File: config.mk
export PLATFORM = sky130hd
export DESIGN_NAME = pesl_top
export DESIGN_NICKNAME = d
export VERILOG_FILES = /design/src/pesl_pkg.sv /design/src/pesl_state_mem.sv /design/src/pesl_top.sv
export SDC_FILE = /design/constraint.sdc
export NUM_CORES = 1
export LEC_CHECK = 0
export BUFFER_PORTS_ARGS = -buffer_cell sky130_fd_sc_hd__buf_2
export CORE_MARGIN = 2
export CORE_UTILIZATION = 35
export DETAILED_ROUTE_END_ITERATION = 10
export PLACE_DENSITY_LB_ADDON = 0.1
export SLEW_MARGIN = 40
export SYNTH_ARGS = -nofsm -noshare
export SYNTH_HDL_FRONTEND = slang
export SYNTH_SLANG_ARGS = --single-unit
File: constraint.sdc
create_clock -name clk_sys_in -period 19.3 [get_ports clk_sys_in]
set_input_delay 3.86 -clock clk_sys_in [delete_from_list [all_inputs] [get_ports clk_sys_in]]
set_output_delay 3.86 -clock clk_sys_in [all_outputs]
set_load 0.03 [all_outputs]
File: src/pesl_pkg.sv
package pesl_pkg;

	// Bus and table geometry
	localparam int ADDR_W = 8;
	localparam int DATA_W = 32;
	localparam int ENTRY_W = 64;
	localparam int IDX_W = 4;
	localparam int DEPTH = 16;
	localparam int CNT_W = 16;
	localparam int BASE_LSB = 12;
	localparam int BASE_W = ENTRY_W - BASE_LSB;
	localparam int MT_W = 2;

	// Register offsets (byte addresses)
	localparam logic [ADDR_W-1:0] REG_CTRL = 8'h00;
	localparam logic [ADDR_W-1:0] REG_ENT_LO = 8'h04;
	localparam logic [ADDR_W-1:0] REG_ENT_HI = 8'h08;
	localparam logic [ADDR_W-1:0] REG_DEC_STAT = 8'h0c;
	localparam logic [ADDR_W-1:0] REG_BASE_LO = 8'h10;
	localparam logic [ADDR_W-1:0] REG_BASE_HI = 8'h14;
	localparam logic [ADDR_W-1:0] REG_PTE_IN = 8'h18;
	localparam logic [ADDR_W-1:0] REG_PTE_OUT = 8'h1c;
	localparam logic [ADDR_W-1:0] REG_DEFERRED_INVALIDATE_REQUEST_SET = 8'h20;
	localparam logic [ADDR_W-1:0] REG_RESP = 8'h24;

	// Control register fields
	localparam int CTL_W = 4;
	localparam int CTL_EXT_ACCESSED_SUPPORTED = 0;
	localparam int CTL_MTS = 1;
	localparam int CTL_NEST = 2;
	localparam int CTL_COH = 3;
	localparam logic [CTL_W-1:0] CTL_RESET = 4'h0;

	// PASID-table entry fields
	localparam int PE_PRESENT = 0;
	localparam int PE_PWT = 3;
	localparam int PE_PCD = 4;
	localparam int PE_EXT_ACCESSED_ENABLE = 10;
	localparam logic [ENTRY_W-1:0] PE_RSVD_MASK = 64'h0000_0000_0000_0be6;

	// PASID-state entry fields
	localparam int PS_DEFERRED_INVALIDATE_REQUEST = 63;
	localparam int PS_CNT_LSB = 32;
	localparam int PS_CNT_MSB = 47;
	localparam logic [ENTRY_W-1:0] PS_KEEP_MASK = 64'h8000_ffff_0000_0000;

	// First-stage paging entry field
	localparam int PTE_EA = 10;

	// Counter limits and memory types
	localparam logic [CNT_W-1:0] CNT_ONE = 16'h0001;
	localparam logic [CNT_W-1:0] CNT_ZERO = 16'h0000;
	localparam logic [CNT_W-1:0] CNT_MAX = 16'hffff;
	localparam logic [MT_W-1:0] MT_NONCOH = 2'h0;
	localparam logic [13:0] RESP_PAD = 14'h0000;

	typedef enum logic [0:0] {ST_IDLE, ST_MODIFY} pesl_fsm_e;

	typedef struct packed {
		logic [ADDR_W-1:0] addr;
		logic [DATA_W-1:0] wdata;
		logic wr;
		logic rd;
	} pesl_bus_req_s;

	typedef struct packed {
		logic valid;
		logic activate;
		logic [IDX_W-1:0] idx;
	} pesl_upd_req_s;

	typedef struct packed {
		logic valid;
		logic sync;
		logic [CNT_W-1:0] count;
	} pesl_upd_resp_s;

	typedef struct packed {
		logic valid;
		logic rsvd_fault;
		logic [BASE_W-1:0] base;
		logic base_is_gpa;
		logic ea_enable;
		logic [MT_W-1:0] mem_type;
	} pesl_decode_s;

endpackage

File: src/pesl_state_mem.sv
`timescale 1ns/1ns
module pesl_state_mem (
	// Clock and reset
	input wire logic clk_sys_in,
	input wire logic rst_in,
	// Read port
	input wire logic rd_en_in,
	input wire logic [pesl_pkg::IDX_W-1:0] rd_idx_in,
	output logic [pesl_pkg::ENTRY_W-1:0] rd_data_out,
	// Write port
	input wire logic wr_en_in,
	input wire logic [pesl_pkg::IDX_W-1:0] wr_idx_in,
	input wire logic [pesl_pkg::ENTRY_W-1:0] wr_data_in
);
	import pesl_pkg::*;

	typedef struct packed {
		logic [DEPTH-1:0][ENTRY_W-1:0] mem;
		logic [ENTRY_W-1:0] rdata;
	} pesl_mem_s;

	pesl_mem_s st_r;
	pesl_mem_s st_nxt;

	// Registered read, plain write
	always_comb begin
		st_nxt = st_r;
		if (rd_en_in) begin
			st_nxt.rdata = st_r.mem[rd_idx_in];
		end
		if (wr_en_in) begin
			st_nxt.mem[wr_idx_in] = wr_data_in;
		end
	end

	always_ff @(posedge clk_sys_in or posedge rst_in) begin
		if (rst_in) begin
			st_r <= '0;
		end else begin
			st_r <= st_nxt;
		end
	end

	assign rd_data_out = st_r.rdata;

endmodule

File: src/pesl_top.sv
// Our own choices: the placing of the registers and the plain strobed port.
`timescale 1ns/1ns
// Overview of operation
// - Entry bits 63:12 give first-stage table base
// - Nested enabled: base is guest physical address
// - No extended-accessed support: bit 10 reserved
// - Enable bit set: mark accessed paging entries
// - No memory-type support: bits 4, 3 reserved
// - Coherent requests: memory type from bits 4,3
// - Bit 0 clear: entry invalid, fields ignored
// - Activation reads, clears bit 63, returns sync
// - Sixteen-bit active count in state bits 47:32
// - Activation atomically increments the active count
// - Deactivation atomically decrements the active count
// - Bit 10 of paging entries is extended-accessed flag
module pesl_top (
	// Clock and reset
	input wire logic clk_sys_in,
	input wire logic rst_in,
	// Register port
	input wire pesl_pkg::pesl_bus_req_s bus_in,
	output logic [pesl_pkg::DATA_W-1:0] rd_data_out,
	// Endpoint state updates
	input wire pesl_pkg::pesl_upd_req_s upd_req_in,
	output logic upd_ready_out,
	output pesl_pkg::pesl_upd_resp_s upd_resp_out,
	// Decoded PASID-table entry
	output pesl_pkg::pesl_decode_s decode_out
);
	import pesl_pkg::*;

	typedef struct packed {
		logic [DATA_W-1:0] rd_data;
		logic [CTL_W-1:0] ctrl;
		logic [ENTRY_W-1:0] entry;
		pesl_decode_s dec;
		logic [DATA_W-1:0] pte_out;
		logic sw_pend;
		logic [IDX_W-1:0] sw_idx;
		pesl_fsm_e state;
		logic cur_sw;
		logic cur_act;
		logic [IDX_W-1:0] cur_idx;
		logic ready;
		pesl_upd_resp_s resp;
	} pesl_state_s;

	pesl_state_s st_r;
	pesl_state_s st_nxt;

	logic mem_rd;
	logic [IDX_W-1:0] mem_rd_idx;
	logic mem_wr;
	logic [ENTRY_W-1:0] mem_wdata;
	logic [ENTRY_W-1:0] mem_rdata;
	logic [CNT_W-1:0] rd_cnt;
	logic [CNT_W-1:0] new_cnt;
	logic present;
	logic ea_rsvd_hit;
	logic mt_rsvd_hit;
	logic [ENTRY_W-1:0] base_addr;

	// State table, one entry per PASID
	pesl_state_mem u_mem (
		.clk_sys_in(clk_sys_in),
		.rst_in(rst_in),
		.rd_en_in(mem_rd),
		.rd_idx_in(mem_rd_idx),
		.rd_data_out(mem_rdata),
		.wr_en_in(mem_wr),
		.wr_idx_in(st_r.cur_idx),
		.wr_data_in(mem_wdata)
	);

	// Reserved-bit checks on the loaded entry
	assign present = st_r.entry[PE_PRESENT];
	assign ea_rsvd_hit = !st_r.ctrl[CTL_EXT_ACCESSED_SUPPORTED] && st_r.entry[PE_EXT_ACCESSED_ENABLE];
	assign mt_rsvd_hit = !st_r.ctrl[CTL_MTS] && (st_r.entry[PE_PCD] || st_r.entry[PE_PWT]);
	// count field of the entry read back
	assign rd_cnt = mem_rdata[PS_CNT_MSB:PS_CNT_LSB];
	assign base_addr = ENTRY_W'(st_r.dec.base) << BASE_LSB;

	// Next-count computation, saturating at both ends
	always_comb begin
		new_cnt = rd_cnt;
		if (st_r.cur_act) begin
			if (rd_cnt != CNT_MAX) begin
				new_cnt = rd_cnt + CNT_ONE;
			end
		end else begin
			if (rd_cnt != CNT_ZERO) begin
				new_cnt = rd_cnt - CNT_ONE;
			end
		end
	end

	// Whole next state of the block
	always_comb begin
		st_nxt = st_r;
		st_nxt.rd_data = '0;
		st_nxt.resp.valid = 1'b0;
		mem_rd = 1'b0;
		mem_rd_idx = st_r.sw_idx;
		mem_wr = 1'b0;
		mem_wdata = '0;

		// Entry decode, refreshed every cycle
		// absent entry yields no fields
		st_nxt.dec = '0;
		if (present) begin
			st_nxt.dec.valid = 1'b1;
			st_nxt.dec.rsvd_fault = (|(st_r.entry & PE_RSVD_MASK)) || ea_rsvd_hit
				|| mt_rsvd_hit;
			st_nxt.dec.base = st_r.entry[ENTRY_W-1:BASE_LSB];
			st_nxt.dec.base_is_gpa = st_r.ctrl[CTL_NEST];
			st_nxt.dec.ea_enable = st_r.ctrl[CTL_EXT_ACCESSED_SUPPORTED] && st_r.entry[PE_EXT_ACCESSED_ENABLE];
			if (st_r.ctrl[CTL_COH]) begin
				st_nxt.dec.mem_type = {st_r.entry[PE_PCD], st_r.entry[PE_PWT]};
			end else begin
				st_nxt.dec.mem_type = MT_NONCOH;
			end
		end

		// Register reads, data in the following cycle
		if (bus_in.rd) begin
			case (bus_in.addr)
				REG_CTRL: st_nxt.rd_data = DATA_W'(st_r.ctrl);
				REG_ENT_LO: st_nxt.rd_data = st_r.entry[DATA_W-1:0];
				REG_ENT_HI: st_nxt.rd_data = st_r.entry[ENTRY_W-1:DATA_W];
				REG_DEC_STAT: st_nxt.rd_data = DATA_W'({st_r.dec.valid, st_r.dec.rsvd_fault,
					st_r.dec.base_is_gpa, st_r.dec.ea_enable, st_r.dec.mem_type});
				REG_BASE_LO: st_nxt.rd_data = base_addr[DATA_W-1:0];
				REG_BASE_HI: st_nxt.rd_data = base_addr[ENTRY_W-1:DATA_W];
				REG_PTE_OUT: st_nxt.rd_data = st_r.pte_out;
				REG_RESP: st_nxt.rd_data = {st_r.resp.count, RESP_PAD, st_r.resp.sync,
					!st_r.ready};
				default: st_nxt.rd_data = '0;
			endcase
		end

		// Register writes
		if (bus_in.wr) begin
			case (bus_in.addr)
				REG_CTRL: st_nxt.ctrl = bus_in.wdata[CTL_W-1:0];
				REG_ENT_LO: st_nxt.entry[DATA_W-1:0] = bus_in.wdata;
				REG_ENT_HI: st_nxt.entry[ENTRY_W-1:DATA_W] = bus_in.wdata;
				REG_PTE_IN: begin
					st_nxt.pte_out = bus_in.wdata;
					st_nxt.pte_out[PTE_EA] = bus_in.wdata[PTE_EA] || st_r.dec.ea_enable;
				end
				default: ;
			endcase
		end

		// Update sequencer
		case (st_r.state)
			ST_IDLE: begin
				if (st_r.sw_pend) begin
					st_nxt.sw_pend = 1'b0;
					st_nxt.cur_sw = 1'b1;
					st_nxt.cur_idx = st_r.sw_idx;
					mem_rd = 1'b1;
					st_nxt.state = ST_MODIFY;
				end else if (upd_req_in.valid && st_r.ready) begin
					st_nxt.cur_sw = 1'b0;
					st_nxt.cur_act = upd_req_in.activate;
					st_nxt.cur_idx = upd_req_in.idx;
					mem_rd_idx = upd_req_in.idx;
					mem_rd = 1'b1;
					st_nxt.state = ST_MODIFY;
				end
			end
			ST_MODIFY: begin
				// write back in the cycle after the read
				mem_wr = 1'b1;
				st_nxt.state = ST_IDLE;
				if (st_r.cur_sw) begin
					mem_wdata = (mem_rdata & PS_KEEP_MASK) | (ENTRY_W'(1) << PS_DEFERRED_INVALIDATE_REQUEST);
				end else begin
					mem_wdata = mem_rdata & PS_KEEP_MASK;
					if (st_r.cur_act) begin
						mem_wdata[PS_DEFERRED_INVALIDATE_REQUEST] = 1'b0;
						st_nxt.resp.sync = mem_rdata[PS_DEFERRED_INVALIDATE_REQUEST];
					end else begin
						st_nxt.resp.sync = 1'b0;
					end
					mem_wdata[PS_CNT_MSB:PS_CNT_LSB] = new_cnt;
					st_nxt.resp.count = new_cnt;
					st_nxt.resp.valid = 1'b1;
				end
			end
			default: st_nxt.state = ST_IDLE;
		endcase

		// Software invalidate request; a new write wins over the take above
		if (bus_in.wr && bus_in.addr == REG_DEFERRED_INVALIDATE_REQUEST_SET) begin
			st_nxt.sw_pend = 1'b1;
			st_nxt.sw_idx = bus_in.wdata[IDX_W-1:0];
		end
		st_nxt.ready = (st_nxt.state == ST_IDLE) && !st_nxt.sw_pend;
	end

	always_ff @(posedge clk_sys_in or posedge rst_in) begin
		if (rst_in) begin
			st_r <= '0;
			st_r.ctrl <= CTL_RESET;
			st_r.state <= ST_IDLE;
		end else begin
			st_r <= st_nxt;
		end
	end

	// Outputs straight from the state register
	assign rd_data_out = st_r.rd_data;
	assign upd_ready_out = st_r.ready;
	assign upd_resp_out = st_r.resp;
	assign decode_out = st_r.dec;

	// Helper terms for the checks below
	logic ep_take;
	logic [BASE_W-1:0] ent_base;
	logic nest_present;
	logic rd_deferred_invalidate_request;
	assign ep_take = (st_r.state == ST_IDLE) && !st_r.sw_pend && upd_req_in.valid && st_r.ready;
	assign ent_base = st_r.entry[ENTRY_W-1:BASE_LSB];
	assign nest_present = present && st_r.ctrl[CTL_NEST];
	assign rd_deferred_invalidate_request = mem_rdata[PS_DEFERRED_INVALIDATE_REQUEST];
endmodule

== Word-level counts from Yosys, hierarchy flattened ==
Cells that the tools add are included.
Storage, ports and cells
  register bits: 1309
  word-level logic and storage cells: 114
Cells by class
  add/sub/neg operators: 2
  $lt $le $gt $ge: 3
  equal/unequal tests: 10
  muxes and demuxes: 31
  bitwise logic cells: 4
  reduce and logical (&&, ||, !) cells: 26
Operators with widths (number)
  $bwmux W1024: 1
  $bmux W64 S4: 1
  $demux W64 S4: 1
  $mux W64: 4
  $pmux W32 S8: 1
  $mux W58: 1
  $mux W16: 3
  $mux W18: 2
  $eq A8 B5 Y1 const B: 4
  $mux W32: 1
  $add A16 B1 Y16 const B: 1
  $eq A8 B4 Y1 const B: 2
  $eq A8 B6 Y1 const B: 2
  $mux W4: 4
  $ne A16 B16 Y1 const B: 1
  $reduce_bool A16 Y1: 1
  $sub A16 B1 Y16 const B: 1
  $reduce_and A2 Y1: 6
  $lt A4 B5 Y1 const B: 2
  $eq A8 B3 Y1 const B: 1
  $logic_not A8 Y1: 1
  $reduce_or A8 Y1: 1
  $logic_and A1 B1 Y1: 7
  $mux W1: 7
  other kinds (10): 20

== Logic depth before layout (Yosys ltp) ==
  depth after elaboration: 6
  depth in mapped cells: 9
  gate-level depth less buffers: 8

== By module ==
Synthesis repeated with hierarchy kept, for this count alone.
Unflattened totals
  cells, all modules: 3984
  area total of the unflattened synthesis: 59902.5 µm²
By module, submodules not included
  pesl_state_mem: times used 1, cells each 2987, area an instance 48841.8 µm², seq. area each 27226.1 µm²
  pesl_top: times used 1, cells each 997, area an instance 11060.6 µm², seq. area each 5530.3 µm²

== Worst setup path before layout ==
OpenSTA, ideal clock, no wires.
  kind: input to register
  start: input port upd_req_in[5] (netlist name)
  end: register u_mem.st_r (netlist bit u_mem.rd_data_out[36])
  library setup time: 0.142 ns
  arrival time: 5.665 ns
  required time: 19.158 ns
  setup slack: 13.493 ns
  stages on the path: 9
  buffers on the path: 3
  path through: nor4bb_4 > buf_6 > mux2_2 > buf_6 > nand3b_4 > buf_6 > o22ai_1 > a2111oi_0 > o41ai_1
On the way
  cells in the longest elaborated chain, start to end: 6
RTL lines
  start, declared: RTL line pesl_top.sv:24  | input wire pesl_pkg::pesl_upd_req_s upd_req_in,
  $logic_and A1 B1 Y1 (*): RTL line pesl_top.sv:164  | end else if (upd_req_in.valid && st_r.ready) begin
  $mux W4: RTL line pesl_top.sv:164
  $mux W4: RTL line pesl_top.sv:158  | if (st_r.sw_pend) begin
  $mux W4: RTL line pesl_top.sv:156  | case (st_r.state)
  $bmux W64 S4: RTL line pesl_state_mem.sv:29  | st_nxt.rdata = st_r.mem[rd_idx_in];
  $mux W64 (not written as such): RTL line pesl_state_mem.sv:29
  end signal, assigned: RTL line pesl_state_mem.sv:40  | st_r <= st_nxt;
  end, declared: RTL line pesl_state_mem.sv:22  | pesl_mem_s st_r;
Every way passes the cells marked *; elsewhere a longest branch is shown, timed or not. The select of a mux whose other input is x is not followed.
A chain may end at the register's enable or synchronous reset.

== Worst setup path in the final report ==
  start: input port upd_req_in[5] (netlist name)
  end: register u_mem.st_r (netlist bit u_mem.rd_data_out[40])
Same word-level chain as after synthesis.

==> impl_metrics.yaml <==
synthesis:
  synth_edf_count: 0
  synthArstFlopShare_pct: 100
  synth_cells: 2377
  synth_seq_cells: 510
  synth_top_area_share_pct: 54.6
  yosysTopAreaCell: "dfrtp_1"
  synthesis.area_sq_um: 23400
  avgSynthCellArea_sq_um: 9.83
  ys_top_cells_by_area: "dfrtp_1 (55%), nand2_1 (8.4%), o21ai_0 (5.7%)"
  synthFlopType: "dfrtp_1"
  yosysWarnings: 0
  netlist-cell-type-count: 75
  synth_nets: 2430
  ys_seq_area_share_pct: 54.6
power_and_ir_drop:
  finalPower_mw: 3.45
  vdd_drop_max_v: 0.0000640
  p_leak_nw: 12.2
  power_density_nw_per_um2: 132
global_route:
  grt_use_total_pct: 20.8
  grt_max_degree: 78
  grt_remaining_overflow: 0
  antenna_found_initial: 4
  grt_pass1_wl_microns: 111000
  grt_pass1_vias: 17300
layout:
  area_delta_synth_final_pct: 12.1
  layout-drive-gt1-share_pct: 17.6
  fill_cells: 6541
  nets: 2423
route:
  drcViolationCount: 0
  drt_iter0_drc: 1331
  viasPerCell: 5.33
  wire_per_inst_microns: 22.0
  drtAntennaViolNets: 0
  drt_first_pass_iters: 5
  via_count: 17500
  routed_wl_microns: 72100
clock_network:
  h-tree-depth: 2
  holdBufCountCts: 0
  numCtsBuffers: 58
  clk_pin_slew_worst_paths_ns: 0.06
  worstSkewPairLatency_ns: 0.64
  tritoncts: "built"
  cts_root_buf: "clkbuf_16"
  cts_resized: 0
  clock_path_buffers: 3
  cts_num_sinks: 510
  cts_setup_buffers: 0
sta:
  slew_violations: 0
  fin_crit_sh_pct: 35.1
  holdWs_ns: 0.471
  finalSetupViolCount: 0
  max-slew-margin-rel_pct: 43.1
  skew_ns: 0.0362
  timing.fmax_mhz: 148
  rsz0062_at_grt: "no"
  tightest_slew_ns: 0.853
  finalCriticalPeriod_ns: 6.77
  hold_viol_final: 0
  tns_ns: 0
worst_setup_path:
  cp_max_fo: 51
  endpoint_kind: "flop"
  cpMaxStageDelayCell: "buf_4"
  worstPathArrival_ns: 7.26
  r2r_setup_slack_ns: 15.24
  cp-start-kind: "input port"
  crit_required_ns: 19.79
  worstSetupPathType: "in2reg"
  critPathMostFrequentCell: "buf_4"
  slowest_delay_ns: 0.70
  worstPathCellList: "buf_2, nor4bb_4, buf_4, buf_4, mux2i_4, buf_4, or2_2, nor2_1, o41ai_1"
run_status:
  outcome: "finished, final reports clean"
floorplanning:
  core_area_sq_um: 66000
  ios: 159
  die_h_microns: 262
  rows: 94
  die_w_microns: 262
  start_util_pct: 35.4
  die_area_sq_um: 68900
job:
  drv_cap: 0
placement:
  dp_hpwl_microns: 46200
  finalWeightedCongestion: 0.821
  port-buffer-count: 158
worst_hold_path:
  hold_path.class: "reg2reg"
Yosys cell counts (all sizes together) (5+ instances only):
cell and number:
mux2 74, clkbuf 108, inv 12, a2111oi 16
nand2b 6, and3 30, xnor2 17, o221ai 18
nor2 124, nand2 527, nand4 6, o21ai 273
dfrtp 510, nand3b 5, a22o 19, a31oi 33
nand3 19, o41ai 18, a21oi 106, and2 64
o22ai 19, nor4 11, mux2i 56, buf 171
a22oi 62, nor3 11, a32oi 5
report_power, final:
group,leakage (nW),internal [mW],switching (mW)
Combinational,4.34,0.286,0.512
Sequential,6.88,1.32,0.229
Clock,0.950,0.658,0.450
Total,12.2,2.26,1.19
critical path, delay by kind of cell:
kind | cells | cell delay, ns
buffers and inverters | 4 | 1.24
AOI/OAI and AO/OA | 1 | 0.39
muxes | 1 | 0.64
and+or+nand+nor | 3 | 1.08
kinds of logic (layout without fill, tap and decap cells):
group           Yosys count  in the layout  synth area share, %
simple gates            827            827                 15.6
compound gates          595            595                 15.7
flops                   510            510                 54.6
buf+inv                 291            324                 7.07
mux                     130            130                 5.98
xor+xnor                 21             21                0.851
fa+ha+maj                 3              3                0.161
other cells               0              3                    0
cell usage in the layout (no fill, tap or decap), drive strengths merged, types with 11 or more instances in the layout:
cell type,count
nor4,11
nor3,11
xnor2,17
a22oi,62
inv,12
o21ai,273
clkbuf,91
a2111oi,16
a21oi,106
o22ai,19
a31oi,33
dfrtp,510
nor2,124
mux2i,56
and2,64
nand2,527
o41ai,18
a22o,19
and3,30
buf,212
nand3,19
mux2,74
o221ai,18
final cells by class:
type | instances | area, sq um | share of cell area (%)
Timing Repair Buffer | 212 | 1250 | 4.77
Inverter | 12 | 52.6 | 0.200
Tap cell | 864 | 1080 | 4.12
Multi-Input combinational cell | 1576 | 9120 | 34.8
Clock inverter | 9 | 149 | 0.568
Clock buffer | 91 | 1790 | 6.82
Antenna cell | 3 | 7.51 | 0.0286
Sequential cell | 510 | 12800 | 48.7
flip-flops by register name, indices dropped and copies added, names as in the netlist:
name / count
upd_ready_out: 1
decode_out: 58
upd_resp_out: 18
u_mem.rd_data_out: 17
rd_data_out: 32
st_r: 59
u_mem.st_r: 272
ent_base: 52
present: 1
stage by stage:
| step | area [sq um] | cells | setup WS, ns | utilization [%] |
|---|---|---|---|---|
| after CTS | 26200 | 3274 | 12.58 | 39.7 |
| final | 26200 | 3277 | 12.53 | 39.7 |
| after global routing | 26200 | 3275 | 12.31 | 39.7 |
| after global placement | 24100 | 3166 | 11.72 | 36.5 |
| after floorplan | 23400 | 2377 | 1.20 | - |
| after detailed placement | 24200 | 3174 | 11.94 | 36.7 |
worst paths after layout:
check                              start               endpoint  cells after the start
max                        upd_req_in[5]  u_mem.rd_data_out[40]                      9
min in group asynchronous         rst_in              st_r[122]                      2
max reg2reg                     st_r[25]  u_mem.rd_data_out[40]                      8
min                             st_r[48]               st_r[48]                      2
min reg2reg                     st_r[48]               st_r[48]                      2
max in group asynchronous         rst_in               st_r[25]                      5
routing by layer:
layer  share of wire [%]  up-vias  global-route usage (%)
li1                    -     8107                       -
met2                  46      451                    33.4
met3                 4.7       85                    3.35
met1                  47     8820                    29.8
met4                 1.6        2                    4.61
met5               0.015        -                       0
Note: power is estimated with default switching activity, not from simulation.
